File: src/design/nsl_consts.vh
// Constants of the network status lamp block: offsets, fields, timing, lamp modes, start-up phases.
// Assumes inclusion by bare name from the lamp decoder and top-level design files.
`ifndef NSL_CONSTS_VH
`define NSL_CONSTS_VH

// ----------------------------------------
// Register offsets (byte addresses)
// ----------------------------------------
`define NSL_ADDR_W          8
`define NSL_OFS_CTRL        8'h00
`define NSL_OFS_PRESCALE    8'h04
`define NSL_OFS_STATUS      8'h08
`define NSL_OFS_LAMPS       8'h0C

// ----------------------------------------
// Fields
// ----------------------------------------
`define NSL_CTRL_REINIT_BIT 0
`define NSL_PRESCALE_W      24
`define NSL_DATA_W          32

// ----------------------------------------
// Timing
// ----------------------------------------
`define NSL_CLK_KHZ         40000
`define NSL_FLASH_HALF_MS   250
`define NSL_TEST_STEPS      4

// ----------------------------------------
// Lamp modes
// ----------------------------------------
`define NSL_MODE_W          3
`define NSL_MODE_OFF        3'h0
`define NSL_MODE_GREEN      3'h1
`define NSL_MODE_RED        3'h2
`define NSL_MODE_FLASH_G    3'h3
`define NSL_MODE_FLASH_R    3'h4
`define NSL_MODE_ALT        3'h5

// ----------------------------------------
// Start-up phases
// ----------------------------------------
`define NSL_PH_TEST         2'h0
`define NSL_PH_DIAG         2'h1
`define NSL_PH_RUN          2'h2

`endif

File: src/design/nsl_prescaler.v
// Shared flash prescaler: one tick per half flash period, plus flash phase.
// Assumes a reload value held stable by the register file.
`timescale 1ns/1ps
`default_nettype none

module nsl_prescaler #(
  parameter integer CNT_W = 24
) (
  input  wire             clk_sys_in,
  input  wire             sys_rst_in,
  input  wire             restart_in,
  input  wire [CNT_W-1:0] reload_in,
  output reg              tick_out,
  output reg              phase_out
);

  reg [CNT_W-1:0] cnt_r;

  // ----------------------------------------
  // Down counter, tick at zero
  // ----------------------------------------
  // Restart aligns the first flash with the start of a sequence
  always @(posedge clk_sys_in or posedge sys_rst_in) begin
    if (sys_rst_in) begin
      cnt_r     <= {CNT_W{1'b0}};
      tick_out  <= 1'b0;
      phase_out <= 1'b0;
    end else if (restart_in) begin
      cnt_r     <= reload_in;
      tick_out  <= 1'b0;
      phase_out <= 1'b0;
    end else if (cnt_r == {CNT_W{1'b0}}) begin
      cnt_r     <= reload_in;
      tick_out  <= 1'b1;
      phase_out <= ~phase_out;
    end else begin
      cnt_r    <= cnt_r - {{(CNT_W-1){1'b0}}, 1'b1};
      tick_out <= 1'b0;
    end
  end

endmodule
`default_nettype wire

File: src/design/nsl_lamp.v
// Bicolour lamp pattern decoder: mode and flash phase to green/red drive.
// Assumes the caller registers the result before it leaves the block.
`timescale 1ns/1ps
`default_nettype none
`include "nsl_consts.vh"

module nsl_lamp (
  input  wire [`NSL_MODE_W-1:0] mode_in,
  input  wire                   phase_in,
  output reg                    green_out,
  output reg                    red_out
);

  // ----------------------------------------
  // Pattern decode
  // ----------------------------------------
  // Alternation uses the same phase as flashing, so lamps stay in step
  always @* begin
    green_out = 1'b0;
    red_out   = 1'b0;
    case (mode_in)
      `NSL_MODE_GREEN:   green_out = 1'b1;
      `NSL_MODE_RED:     red_out   = 1'b1;
      `NSL_MODE_FLASH_G: green_out = phase_in;
      `NSL_MODE_FLASH_R: red_out   = phase_in;
      `NSL_MODE_ALT: begin
        green_out = ~phase_in;
        red_out   = phase_in;
      end
      default: begin
        green_out = 1'b0;
        red_out   = 1'b0;
      end
    endcase
  end

endmodule
`default_nettype wire

File: src/design/nsl_status_top.v
// Status lamp controller: module-state, network-state and link lamps.
// Assumes condition inputs are synchronous levels from the comms core.
//
// The register offsets and strobed register access are this design's own decisions.
`timescale 1ns/1ps
`default_nettype none
`include "nsl_consts.vh"

// Functional notes
// - After start-up run a lamp test on both lamps, then module lamp green.
// - During self-diagnosis both lamps alternate green and red.
// - Unrecoverable error: module lamp steady red until reinitialisation.
// - Recoverable fault or address conflict: module lamp flashes red, self-clearing.
// - No address assigned: network lamp dark.
// - Process active: network lamp green; awaiting clients: flashing green; neither: network lamp dark.
// - Major fault or address conflict: network lamp steady red until reinit.
// - Exchange timeout: network lamp flashes red.
// - No physical link: link lamp dark.
// - Link without traffic: link lamp green; traffic: link lamp flashes green.
module nsl_status_top #(
  parameter integer FLASH_HALF_CYC = `NSL_FLASH_HALF_MS * `NSL_CLK_KHZ,
  parameter integer TEST_STEPS     = `NSL_TEST_STEPS
) (
  input  wire                    clk_sys_in,
  input  wire                    sys_rst_in,
  input  wire [`NSL_ADDR_W-1:0]  reg_addr_in,
  input  wire [`NSL_DATA_W-1:0]  reg_wdata_in,
  input  wire                    reg_wr_in,
  input  wire                    reg_rd_in,
  output reg  [`NSL_DATA_W-1:0]  reg_rdata_out,
  input  wire                    selftest_busy_in,
  input  wire                    fault_fatal_in,
  input  wire                    fault_recov_in,
  input  wire                    ip_conflict_in,
  input  wire                    ip_assigned_in,
  input  wire                    proc_active_in,
  input  wire                    conn_wait_in,
  input  wire                    xchg_timeout_in,
  input  wire                    link_up_in,
  input  wire                    link_traffic_in,
  output reg                     module_state_lamp_green_out,
  output reg                     module_state_lamp_red_out,
  output reg                     network_state_lamp_green_out,
  output reg                     network_state_lamp_red_out,
  output reg                     link_lamp_green_out
);

  // ----------------------------------------
  // Declarations
  // ----------------------------------------
  localparam integer               PRESCALE_INI = FLASH_HALF_CYC - 1;
  localparam integer               TEST_LAST_I  = TEST_STEPS - 1;
  localparam [`NSL_PRESCALE_W-1:0] PRESCALE_RST = PRESCALE_INI[`NSL_PRESCALE_W-1:0];
  localparam [3:0]                 TEST_LAST    = TEST_LAST_I[3:0];

  reg  [`NSL_PRESCALE_W-1:0] prescale_r;
  reg                        reinit_r;
  reg  [1:0]                 phase_r;
  reg  [1:0]                 phase_nxt;
  reg  [3:0]                 step_r;
  reg  [3:0]                 step_nxt;
  reg                        ms_fatal_r;
  reg                        ns_fatal_r;
  reg  [`NSL_MODE_W-1:0]     ms_mode;
  reg  [`NSL_MODE_W-1:0]     ns_mode;
  reg  [`NSL_MODE_W-1:0]     test_mode;
  reg  [`NSL_DATA_W-1:0]     rdata_nxt;
  wire                       tick;
  wire                       flash_phase;
  wire                       ms_green;
  wire                       ms_red;
  wire                       ns_green;
  wire                       ns_red;
  reg                        boot_r;
  reg  [`NSL_MODE_W-1:0]     link_mode;
  wire                       restart;
  wire                       link_green;

  // Full-address exact-match decode shared by reads and writes
  function hit;
    input [`NSL_ADDR_W-1:0] addr;
    input [`NSL_ADDR_W-1:0] ofs;
    begin
      hit = (addr == ofs);
    end
  endfunction

  // ----------------------------------------
  // Register writes
  // ----------------------------------------
  // Reinit is a one-cycle self-clearing pulse, it never reads back as set
  always @(posedge clk_sys_in or posedge sys_rst_in) begin
    if (sys_rst_in) begin
      prescale_r <= PRESCALE_RST;
      reinit_r   <= 1'b0;
    end else begin
      reinit_r <= reg_wr_in && hit(reg_addr_in, `NSL_OFS_CTRL)
                  && reg_wdata_in[`NSL_CTRL_REINIT_BIT];
      if (reg_wr_in && hit(reg_addr_in, `NSL_OFS_PRESCALE)) begin
        prescale_r <= reg_wdata_in[`NSL_PRESCALE_W-1:0];
      end
    end
  end

  // ----------------------------------------
  // Start-of-run pulse
  // ----------------------------------------
  // Without it the cleared counter ticks at once and the first
  // lamp test step would last a single cycle
  always @(posedge clk_sys_in or posedge sys_rst_in) begin
    if (sys_rst_in) begin
      boot_r <= 1'b1;
    end else begin
      boot_r <= 1'b0;
    end
  end

  assign restart = reinit_r | boot_r;

  // ----------------------------------------
  // Shared flash prescaler
  // ----------------------------------------
  nsl_prescaler #(
    .CNT_W (`NSL_PRESCALE_W)
  ) u_prescaler (
    .clk_sys_in (clk_sys_in),
    .sys_rst_in (sys_rst_in),
    .restart_in (restart),
    .reload_in  (prescale_r),
    .tick_out   (tick),
    .phase_out  (flash_phase)
  );

  // ----------------------------------------
  // Start-up sequence
  // ----------------------------------------
  // Test steps advance on prescaler ticks; diagnosis holds while busy
  always @* begin
    phase_nxt = phase_r;
    step_nxt  = step_r;
    case (phase_r)
      `NSL_PH_TEST: begin
        if (tick) begin
          if (step_r == TEST_LAST) begin
            step_nxt  = 4'h0;
            phase_nxt = `NSL_PH_DIAG;
          end else begin
            step_nxt = step_r + 4'h1;
          end
        end
      end
      `NSL_PH_DIAG: begin
        if (!selftest_busy_in) begin
          phase_nxt = `NSL_PH_RUN;
        end
      end
      `NSL_PH_RUN: begin
        phase_nxt = `NSL_PH_RUN;
      end
      default: begin
        phase_nxt = `NSL_PH_TEST;
        step_nxt  = 4'h0;
      end
    endcase
    if (reinit_r) begin
      phase_nxt = `NSL_PH_TEST;
      step_nxt  = 4'h0;
    end
  end

  always @(posedge clk_sys_in or posedge sys_rst_in) begin
    if (sys_rst_in) begin
      phase_r <= `NSL_PH_TEST;
      step_r  <= 4'h0;
    end else begin
      phase_r <= phase_nxt;
      step_r  <= step_nxt;
    end
  end

  // ----------------------------------------
  // Sticky fault latches
  // ----------------------------------------
  // A fault in the reinit cycle still latches: set beats clear
  always @(posedge clk_sys_in or posedge sys_rst_in) begin
    if (sys_rst_in) begin
      ms_fatal_r <= 1'b0;
      ns_fatal_r <= 1'b0;
    end else begin
      ms_fatal_r <= fault_fatal_in | (ms_fatal_r & ~reinit_r);
      ns_fatal_r <= fault_fatal_in | ip_conflict_in
                    | (ns_fatal_r & ~reinit_r);
    end
  end

  // ----------------------------------------
  // Lamp test pattern
  // ----------------------------------------
  // Green, red, green, red... one step per tick
  always @* begin
    if (step_r[0]) begin
      test_mode = `NSL_MODE_RED;
    end else begin
      test_mode = `NSL_MODE_GREEN;
    end
  end

  // ----------------------------------------
  // Module-state lamp selection
  // ----------------------------------------
  // Red causes are checked first so they mask any green state
  always @* begin
    case (phase_r)
      `NSL_PH_TEST: ms_mode = test_mode;
      `NSL_PH_DIAG: ms_mode = `NSL_MODE_ALT;
      default: begin
        if (ms_fatal_r) begin
          ms_mode = `NSL_MODE_RED;
        end else if (fault_recov_in || ip_conflict_in) begin
          ms_mode = `NSL_MODE_FLASH_R;
        end else begin
          ms_mode = `NSL_MODE_GREEN;
        end
      end
    endcase
  end

  // ----------------------------------------
  // Network-state lamp selection
  // ----------------------------------------
  // Conflict shows red even before an address is in use
  always @* begin
    case (phase_r)
      `NSL_PH_TEST: ns_mode = test_mode;
      `NSL_PH_DIAG: ns_mode = `NSL_MODE_ALT;
      default: begin
        if (ns_fatal_r) begin
          ns_mode = `NSL_MODE_RED;
        end else if (!ip_assigned_in) begin
          ns_mode = `NSL_MODE_OFF;
        end else if (xchg_timeout_in) begin
          ns_mode = `NSL_MODE_FLASH_R;
        end else if (proc_active_in) begin
          ns_mode = `NSL_MODE_GREEN;
        end else if (conn_wait_in) begin
          ns_mode = `NSL_MODE_FLASH_G;
        end else begin
          ns_mode = `NSL_MODE_OFF;
        end
      end
    endcase
  end

  // ----------------------------------------
  // Link lamp selection
  // ----------------------------------------
  // Follows the wire only, so it runs through the start-up phases too
  always @* begin
    if (!link_up_in) begin
      link_mode = `NSL_MODE_OFF;
    end else if (link_traffic_in) begin
      link_mode = `NSL_MODE_FLASH_G;
    end else begin
      link_mode = `NSL_MODE_GREEN;
    end
  end

  // ----------------------------------------
  // Pattern decoders
  // ----------------------------------------
  nsl_lamp u_ms_lamp (
    .mode_in   (ms_mode),
    .phase_in  (flash_phase),
    .green_out (ms_green),
    .red_out   (ms_red)
  );

  nsl_lamp u_ns_lamp (
    .mode_in   (ns_mode),
    .phase_in  (flash_phase),
    .green_out (ns_green),
    .red_out   (ns_red)
  );

  // Link lamp is green only, its red drive is left open
  nsl_lamp u_link_lamp (
    .mode_in   (link_mode),
    .phase_in  (flash_phase),
    .green_out (link_green),
    .red_out   ()
  );

  // ----------------------------------------
  // Registered lamp outputs
  // ----------------------------------------
  // One flop stage per lamp keeps the pins free of decode glitches
  always @(posedge clk_sys_in or posedge sys_rst_in) begin
    if (sys_rst_in) begin
      module_state_lamp_green_out  <= 1'b0;
      module_state_lamp_red_out    <= 1'b0;
      network_state_lamp_green_out <= 1'b0;
      network_state_lamp_red_out   <= 1'b0;
      link_lamp_green_out          <= 1'b0;
    end else begin
      module_state_lamp_green_out  <= ms_green;
      module_state_lamp_red_out    <= ms_red;
      network_state_lamp_green_out <= ns_green;
      network_state_lamp_red_out   <= ns_red;
      link_lamp_green_out          <= link_green;
    end
  end

  // ----------------------------------------
  // Register reads
  // ----------------------------------------
  // Unmapped addresses and idle cycles return zero
  always @* begin
    rdata_nxt = {`NSL_DATA_W{1'b0}};
    if (reg_rd_in) begin
      if (hit(reg_addr_in, `NSL_OFS_PRESCALE)) begin
        rdata_nxt[`NSL_PRESCALE_W-1:0] = prescale_r;
      end else if (hit(reg_addr_in, `NSL_OFS_STATUS)) begin
        rdata_nxt[1:0]   = phase_r;
        rdata_nxt[2]     = ms_fatal_r;
        rdata_nxt[3]     = ns_fatal_r;
        rdata_nxt[4]     = flash_phase;
        rdata_nxt[11:8]  = step_r;
      end else if (hit(reg_addr_in, `NSL_OFS_LAMPS)) begin
        rdata_nxt[2:0]   = ms_mode;
        rdata_nxt[6:4]   = ns_mode;
        rdata_nxt[8]     = module_state_lamp_green_out;
        rdata_nxt[9]     = module_state_lamp_red_out;
        rdata_nxt[10]    = network_state_lamp_green_out;
        rdata_nxt[11]    = network_state_lamp_red_out;
        rdata_nxt[12]    = link_lamp_green_out;
      end else begin
        rdata_nxt = {`NSL_DATA_W{1'b0}};
      end
    end
  end

  always @(posedge clk_sys_in or posedge sys_rst_in) begin
    if (sys_rst_in) begin
      reg_rdata_out <= {`NSL_DATA_W{1'b0}};
    end else begin
      reg_rdata_out <= rdata_nxt;
    end
  end

endmodule
`default_nettype wire

File: config.mk
export PLATFORM = sky130hd
export DESIGN_NAME = nsl_status_top
export DESIGN_NICKNAME = d
export VERILOG_FILES = /design/src/design/nsl_prescaler.v /design/src/design/nsl_lamp.v /design/src/design/nsl_status_top.v
export VERILOG_INCLUDE_DIRS = /design/src /design/src/design
export SDC_FILE = /design/constraint.sdc
export NUM_CORES = 1
export LEC_CHECK = 0
export BUFFER_PORTS_ARGS = -buffer_cell sky130_fd_sc_hd__buf_2
export CAP_MARGIN = 20
export CORE_MARGIN = 2
export CORE_UTILIZATION = 44
export DETAILED_ROUTE_END_ITERATION = 8
export PLACE_DENSITY = 0.64
export SYNTH_ARGS = -nofsm -noshare
export SYNTH_HDL_FRONTEND = slang
export SYNTH_SLANG_ARGS = --single-unit
export TNS_END_PERCENT = 5
File: constraint.sdc
create_clock -name clk_sys_in -period 6.45 [get_ports clk_sys_in]
set_input_delay 0.645 -clock clk_sys_in [delete_from_list [all_inputs] [get_ports clk_sys_in]]
set_output_delay 0.645 -clock clk_sys_in [all_outputs]
set_load 0.01 [all_outputs]
Word-level counts from Yosys, hierarchy flattened --
Cells that the tools add are included. W data, S select, Z words.
Operators by class: add/sub/neg operators 2, equal/unequal tests 23, reduce and logical (&&, ||, !) cells 13, bitwise gates (word level) 8, mux-type cells 42
Operators with widths (count):
- $mux W24 | 3
- $mux W32 | 1
- $logic_not A24 Y1 | 1
- $sub A24 B1 Y24 const B | 1
- $mux W3 | 7
- $mux W2 | 10
- $eq A8 B4 Y1 const B | 2
- $mux W4 | 4
- $eq A3 B2 Y1 const B | 4
- $eq A3 B3 Y1 const B | 4
- $pmux W3 S2 | 2
- $mux W5 | 2
- $pmux W1 S3 | 3
- $eq A8 B3 Y1 const B | 1
- $logic_not A8 Y1 | 1
- $mux W8 | 1
- $pmux W4 S2 | 1
- $eq A3 B1 Y1 const B | 2
- $ne A3 B3 Y1 const B | 2
- $pmux W2 S3 | 1
- $reduce_or A2 Y1 | 3
- $mux W1 | 5
- $add A4 B1 Y4 const B | 1
- $eq A2 B1 Y1 const B | 2
- 15 further kinds | 24
Storage, ports and cells: output and inout port bits 37, logic and storage cells 104, register bits 97, bits of input ports 54

Logic depth before layout (Yosys ltp) --
depth in word-level cells 10, depth in mapped cells 9, mapped depth without buffers 7

By module --
From an unflattened synthesis, not the netlist that was laid out.
Second synthesis, totals: cell total of the unflattened synthesis 392, area total of the unflattened synthesis 4286.6 um^2
Modules (own cells, without submodules):
- nsl_status_top | cells an instance 224, instances 1, area each 2760.1 um^2, seq. area each 1595.3 um^2
- nsl_prescaler | cells an instance 153, instances 1, area each 1421.4 um^2, seq. area each 650.6 um^2
- nsl_lamp | cells an instance 5, instances 3, area each 35.0 um^2, seq. area each 0.0 um^2

Worst setup path after synthesis --
OpenSTA, ideal clock, no wires.
kind input-to-reg, start point input reg_addr_in[5], end point register prescale_r[11], buffers on the path 1, required time 6.325 ns, data arrival time 2.187 ns, stages 5, slack 4.138 ns, setup time 0.125 ns, path through or4_1 -> nor3_2 -> nand3_1 -> clkbuf_1 -> mux2_2
On the way: cells in the longest elaborated chain, start to end 2
RTL lines:
- start: declaration | RTL line nsl_status_top.v:26 | input wire [`NSL_ADDR_W-1:0] reg_addr_in,
- $eq A8 B3 Y1 | RTL line nsl_status_top.v:84 | hit = (addr == ofs);
- $logic_and A1 B1 Y1 | RTL line nsl_status_top.v:99 | if (reg_wr_in && hit(reg_addr_in, `NSL_OFS_PRESCALE)) begin
- end signal: assignment | RTL line nsl_status_top.v:100 | prescale_r <= reg_wdata_in[`NSL_PRESCALE_W-1:0];
- end: declaration | RTL line nsl_status_top.v:56 | reg [`NSL_PRESCALE_W-1:0] prescale_r;
Every way passes these cells. A chain may end at the register's enable or synchronous reset.

Worst setup path after layout --
start point register u_prescaler.cnt_r[11], end point register u_prescaler.cnt_r[4]
On the way: cells in the longest elaborated chain, start to end 3
RTL lines:
- start: declaration | RTL line nsl_prescaler.v:17 | reg [CNT_W-1:0] cnt_r;
- start signal: assignment | RTL line nsl_prescaler.v:25 | cnt_r <= {CNT_W{1'b0}};
- start signal: assignment | RTL line nsl_prescaler.v:29 | cnt_r <= reload_in;
- start signal: assignment | RTL line nsl_prescaler.v:33 | cnt_r <= reload_in;
- $logic_not A24 Y1 | RTL line nsl_prescaler.v:32 | end else if (cnt_r == {CNT_W{1'b0}}) begin
- $mux W24 | RTL line nsl_prescaler.v:32
- $mux W24 | RTL line nsl_prescaler.v:28 | end else if (restart_in) begin
Every way passes these cells.

==> impl_metrics.csv <==
group,metric,value,unit
power,combinationalPowerShare,33.1,%
power,power.share.switching,35.3,%
timing,finalWorstSetupSlack,3.73,ns
global_routing,grt_pass1_wl,13900,um
drt,drt-pass1-iter-count,4,
synth,edff_count_synth,0,
global_routing,grt.overflow.total,0,
timing,fmax,0.368,GHz
cts,ctsHoldBuffers,0,
cts,clock_sinks,89,
critical_path,timing.critical_path.from_type,"flop",
synth,synth-seq-cells,89,
power,total_leakage_power,2.32,nW
floorplanning,placementRows,35,
critical_path,regToRegSetupSlack,3.73,ns
power,vdd_ir_drop_max,0.000126,V
floorplanning,core_region_area,9110,um^2
layout,fillerInstances,866,
drt,wire_per_inst,15.0,um
layout,antennaDiodeCount,0,
power,cell_internal_pwr,1.14,mW
power,clock_power_share,24.5,%
floorplanning,start_util,44.7,%
critical_path,worst_r2r_path_depth,6,
global_routing,initial_antenna_violation_count,0,
global_routing,grt_max_degree,90,
critical_path,required,6.69,ns
cts,cts_tree,"done",
cts,clock_latency,0.35,ns
cts,cts_inserted_buffers,9,
floorplanning,chipHeight,100,um
critical_path,cp.arrival,2.96,ns
drt,via_count,2923,
critical_path,critical_path.max_fanout,34,
power,pwr-share-seq,42.4,%
cts,cts-htree-levels,3,
placed_design,port-buffer-count,74,
floorplanning,die_area,10000,um^2
timing,post-route-period-util,42.2,%
timing,slew-limit-headroom,57.4,%
drt,drt_drc_violations_left,0,
flow_run,max_cap_viol_count,0,
timing,setup_violations,0,
cts,clkSlewWorstSetupHoldPaths,0.09,ns
drt,routed_wl,8550,um
synth,synth-warning-count,0,
timing,final.setup.tns,0,ns
drt,drt.antenna.violating_nets,0,
synth,synth_cells,379,
power,powerDensity,372,nW/um^2
cts,ctsLongestPathBuffers,2,
status,status,"completed",
synth,syn-cell-area,4070,um^2
placed_design,gpl.final_weighted_congestion,0.874,
synth,ys_types,50,
synth,synth-async-reset-ratio,100,%
drt,detail_route.iter0.violations,79,
layout,layout_common_cells,"buf_2 (74), dfrtp_1 (74), nand2_1 (39), nor2_1 (37), o21ai_0 (27)",
floorplanning,die_w,100,um
timing,tightestPinTransition,0.630,ns
placed_design,dpl.hpwl,5990,um
timing,finalWorstPathRequiredPeriod,2.72,ns
cts,postCtsSetupBuffers,0,
cts,ctsResizeCount,0,
timing,slew_viol_final,0,
layout,number_of_nets_in_the_final_layout,514,
timing,skew,0.0134,ns
critical_path,endpoint_kind,"flop",
layout,layout-drive-gt1-share,30.9,%
placed_design,place_worst_setup_slack,3.71,ns
drt,avgViaCountPerCell,5.12,
timing,final-hold-violation-count,0,
timing,hold-worst-slack,0.386,ns
global_routing,grtUsageTotal,17.8,%
floorplanning,top_level_ports,91,
worst_hold_path,hold_path.class,"input pin to asynchronous set/reset pin",
global_routing,grt_pass1_vias,2856,
cts,cts.root.buffer_cell,"clkbuf_8",
timing,rsz0062_at_grt,"false",
power,power.switching,0.625,mW
critical_path,critical_path.reg2reg.startpoint,"u_prescaler.cnt_r[11]$_DFF_PP0_",
synth,ys_seq_area_share,55.2,%
critical_path,crit_type,"flop to flop",
synth,primary_ff_master_synth,"dfrtp_1",
synth,syn_avg_cell_area,10.7,um^2
critical_path,reg2reg_to,"u_prescaler.cnt_r[4]$_DFF_PP0_",
layout,layout-area-overhead-vs-synth,16.8,%
## routing by layer
| layer | track usage [%] | wire [um] |
|---|---|---|
| met5 | 0 | 0 |
| met3 | 2.65 | 281 |
| met2 | 25.6 | 3740 |
| met1 | 26.8 | 4370 |
| met4 | 7.80 | 156 |
## worst max-delay path by stage
stage | cells after the start | startpoint | endpoint | slack, ns
after global routing | 6 | u_prescaler.cnt_r[10]$_DFF_PP0_ | u_prescaler.cnt_r[4]$_DFF_PP0_ | 3.56
after global placement | 6 | u_prescaler.cnt_r[11]$_DFF_PP0_ | u_prescaler.cnt_r[4]$_DFF_PP0_ | 3.73
after CTS | 6 | u_prescaler.cnt_r[10]$_DFF_PP0_ | u_prescaler.cnt_r[4]$_DFF_PP0_ | 3.69
after detailed placement | 6 | u_prescaler.cnt_r[10]$_DFF_PP0_ | u_prescaler.cnt_r[4]$_DFF_PP0_ | 3.71
after floorplan | 1 | sys_rst_in | link_lamp_green_out$_DFF_PP0_ | 3.52
final | 6 | u_prescaler.cnt_r[11]$_DFF_PP0_ | u_prescaler.cnt_r[4]$_DFF_PP0_ | 3.73
## synth_stat cells, types with 2 or more instances
library cell  instances  area (um^2)
xnor2_1              10         87.6
mux2_2               24          270
nand3_1              10         50.1
a21boi_0              2         15.0
and3_1                3         18.8
a21oi_1              15         75.1
nand4_1               3         18.8
inv_1                10         37.5
nand4b_1              2         17.5
and2_1               13         81.3
ha_1                  5         62.6
o21ai_0              27          135
nor4_1                8         50.1
nor2b_1               5         31.3
nor2_1               37          139
or2_2                 2         12.5
nor4b_1               2         17.5
nor3_1                7         35.0
buf_6                 3         33.8
dfrtp_1              74         1850
a2111oi_0             3         26.3
mux2i_1               2         20.0
buf_4                 8         60.1
dfstp_2              15          394
o21ai_2               3         26.3
clkbuf_1              8         30.0
nand2_1              39          146
a21o_1                3         22.5
xor2_1               14          123
a221oi_1              2         17.5
## flip-flops by register name, indices dropped and copies added (netlist names)
name,cells
step_r,4
module_state_lamp_red_out,1
prescale_r,24
u_prescaler.phase_out,1
link_lamp_green_out,1
u_prescaler.cnt_r,24
network_state_lamp_green_out,1
phase_r,2
module_state_lamp_green_out,1
boot_r,1
u_prescaler.tick_out,1
network_state_lamp_red_out,1
reinit_r,1
ns_fatal_r,1
reg_rdata_out,24
ms_fatal_r,1
## critical path, cell delays in order, from the launching register on
cell and delay [ns]:
dfrtp_1 0.42, or4_4 0.58, or4b_4 0.53, o21ai_2 0.46, buf_4 0.40, a21oi_1 0.07
a21o_1 0.16
## logic make-up (layout without fill, tap and decap cells)
| group | count (synthesis) | count (layout) | synth area share [%] |
|---|---|---|---|
| and+or+nand+nor | 140 | 140 | 17.3 |
| DFF | 89 | 89 | 55.2 |
| AOI/OAI and AO/OA | 63 | 63 | 9.40 |
| buffers and inverters | 31 | 104 | 4.21 |
| muxes | 26 | 26 | 7.13 |
| xor gates and xnor gates | 24 | 24 | 5.16 |
| adders and majority gates | 5 | 5 | 1.54 |
| other | 1 | 9 | 0.0921 |
## power by group through the flow
stage	sequential, mW	combinational [mW]	clock (mW)
floorplan	0.740	0.464	0
global placement	0.755	0.572	0
detailed placement	0.760	0.578	0
CTS	0.750	0.586	0.448
global route	0.765	0.670	0.469
finish	0.750	0.585	0.433
## metrics by stage
stage | power [mW] | util (%) | area, um^2 | std cells
after floorplan | 1.20 | - | 4100 | 387
after global placement | 1.33 | 49.4 | 4500 | 554
after detailed placement | 1.34 | 49.4 | 4500 | 554
after CTS | 1.78 | 51.9 | 4730 | 570
after global routing | 1.90 | 52.2 | 4760 | 571
final | 1.77 | 52.2 | 4760 | 571
## final cells by class
class                           count  area (um^2)  share of cell area (%)
Sequential cell                    89         2250                    47.2
Clock inverter                      5         77.6                    1.63
Tap cell                          111          139                    2.92
Clock buffer                       11          151                    3.18
Inverter                           10         38.8                   0.815
Timing Repair Buffer               78          420                    8.84
Multi-Input combinational cell    267         1680                    35.4
Note: power is estimated with default switching activity, not from simulation.
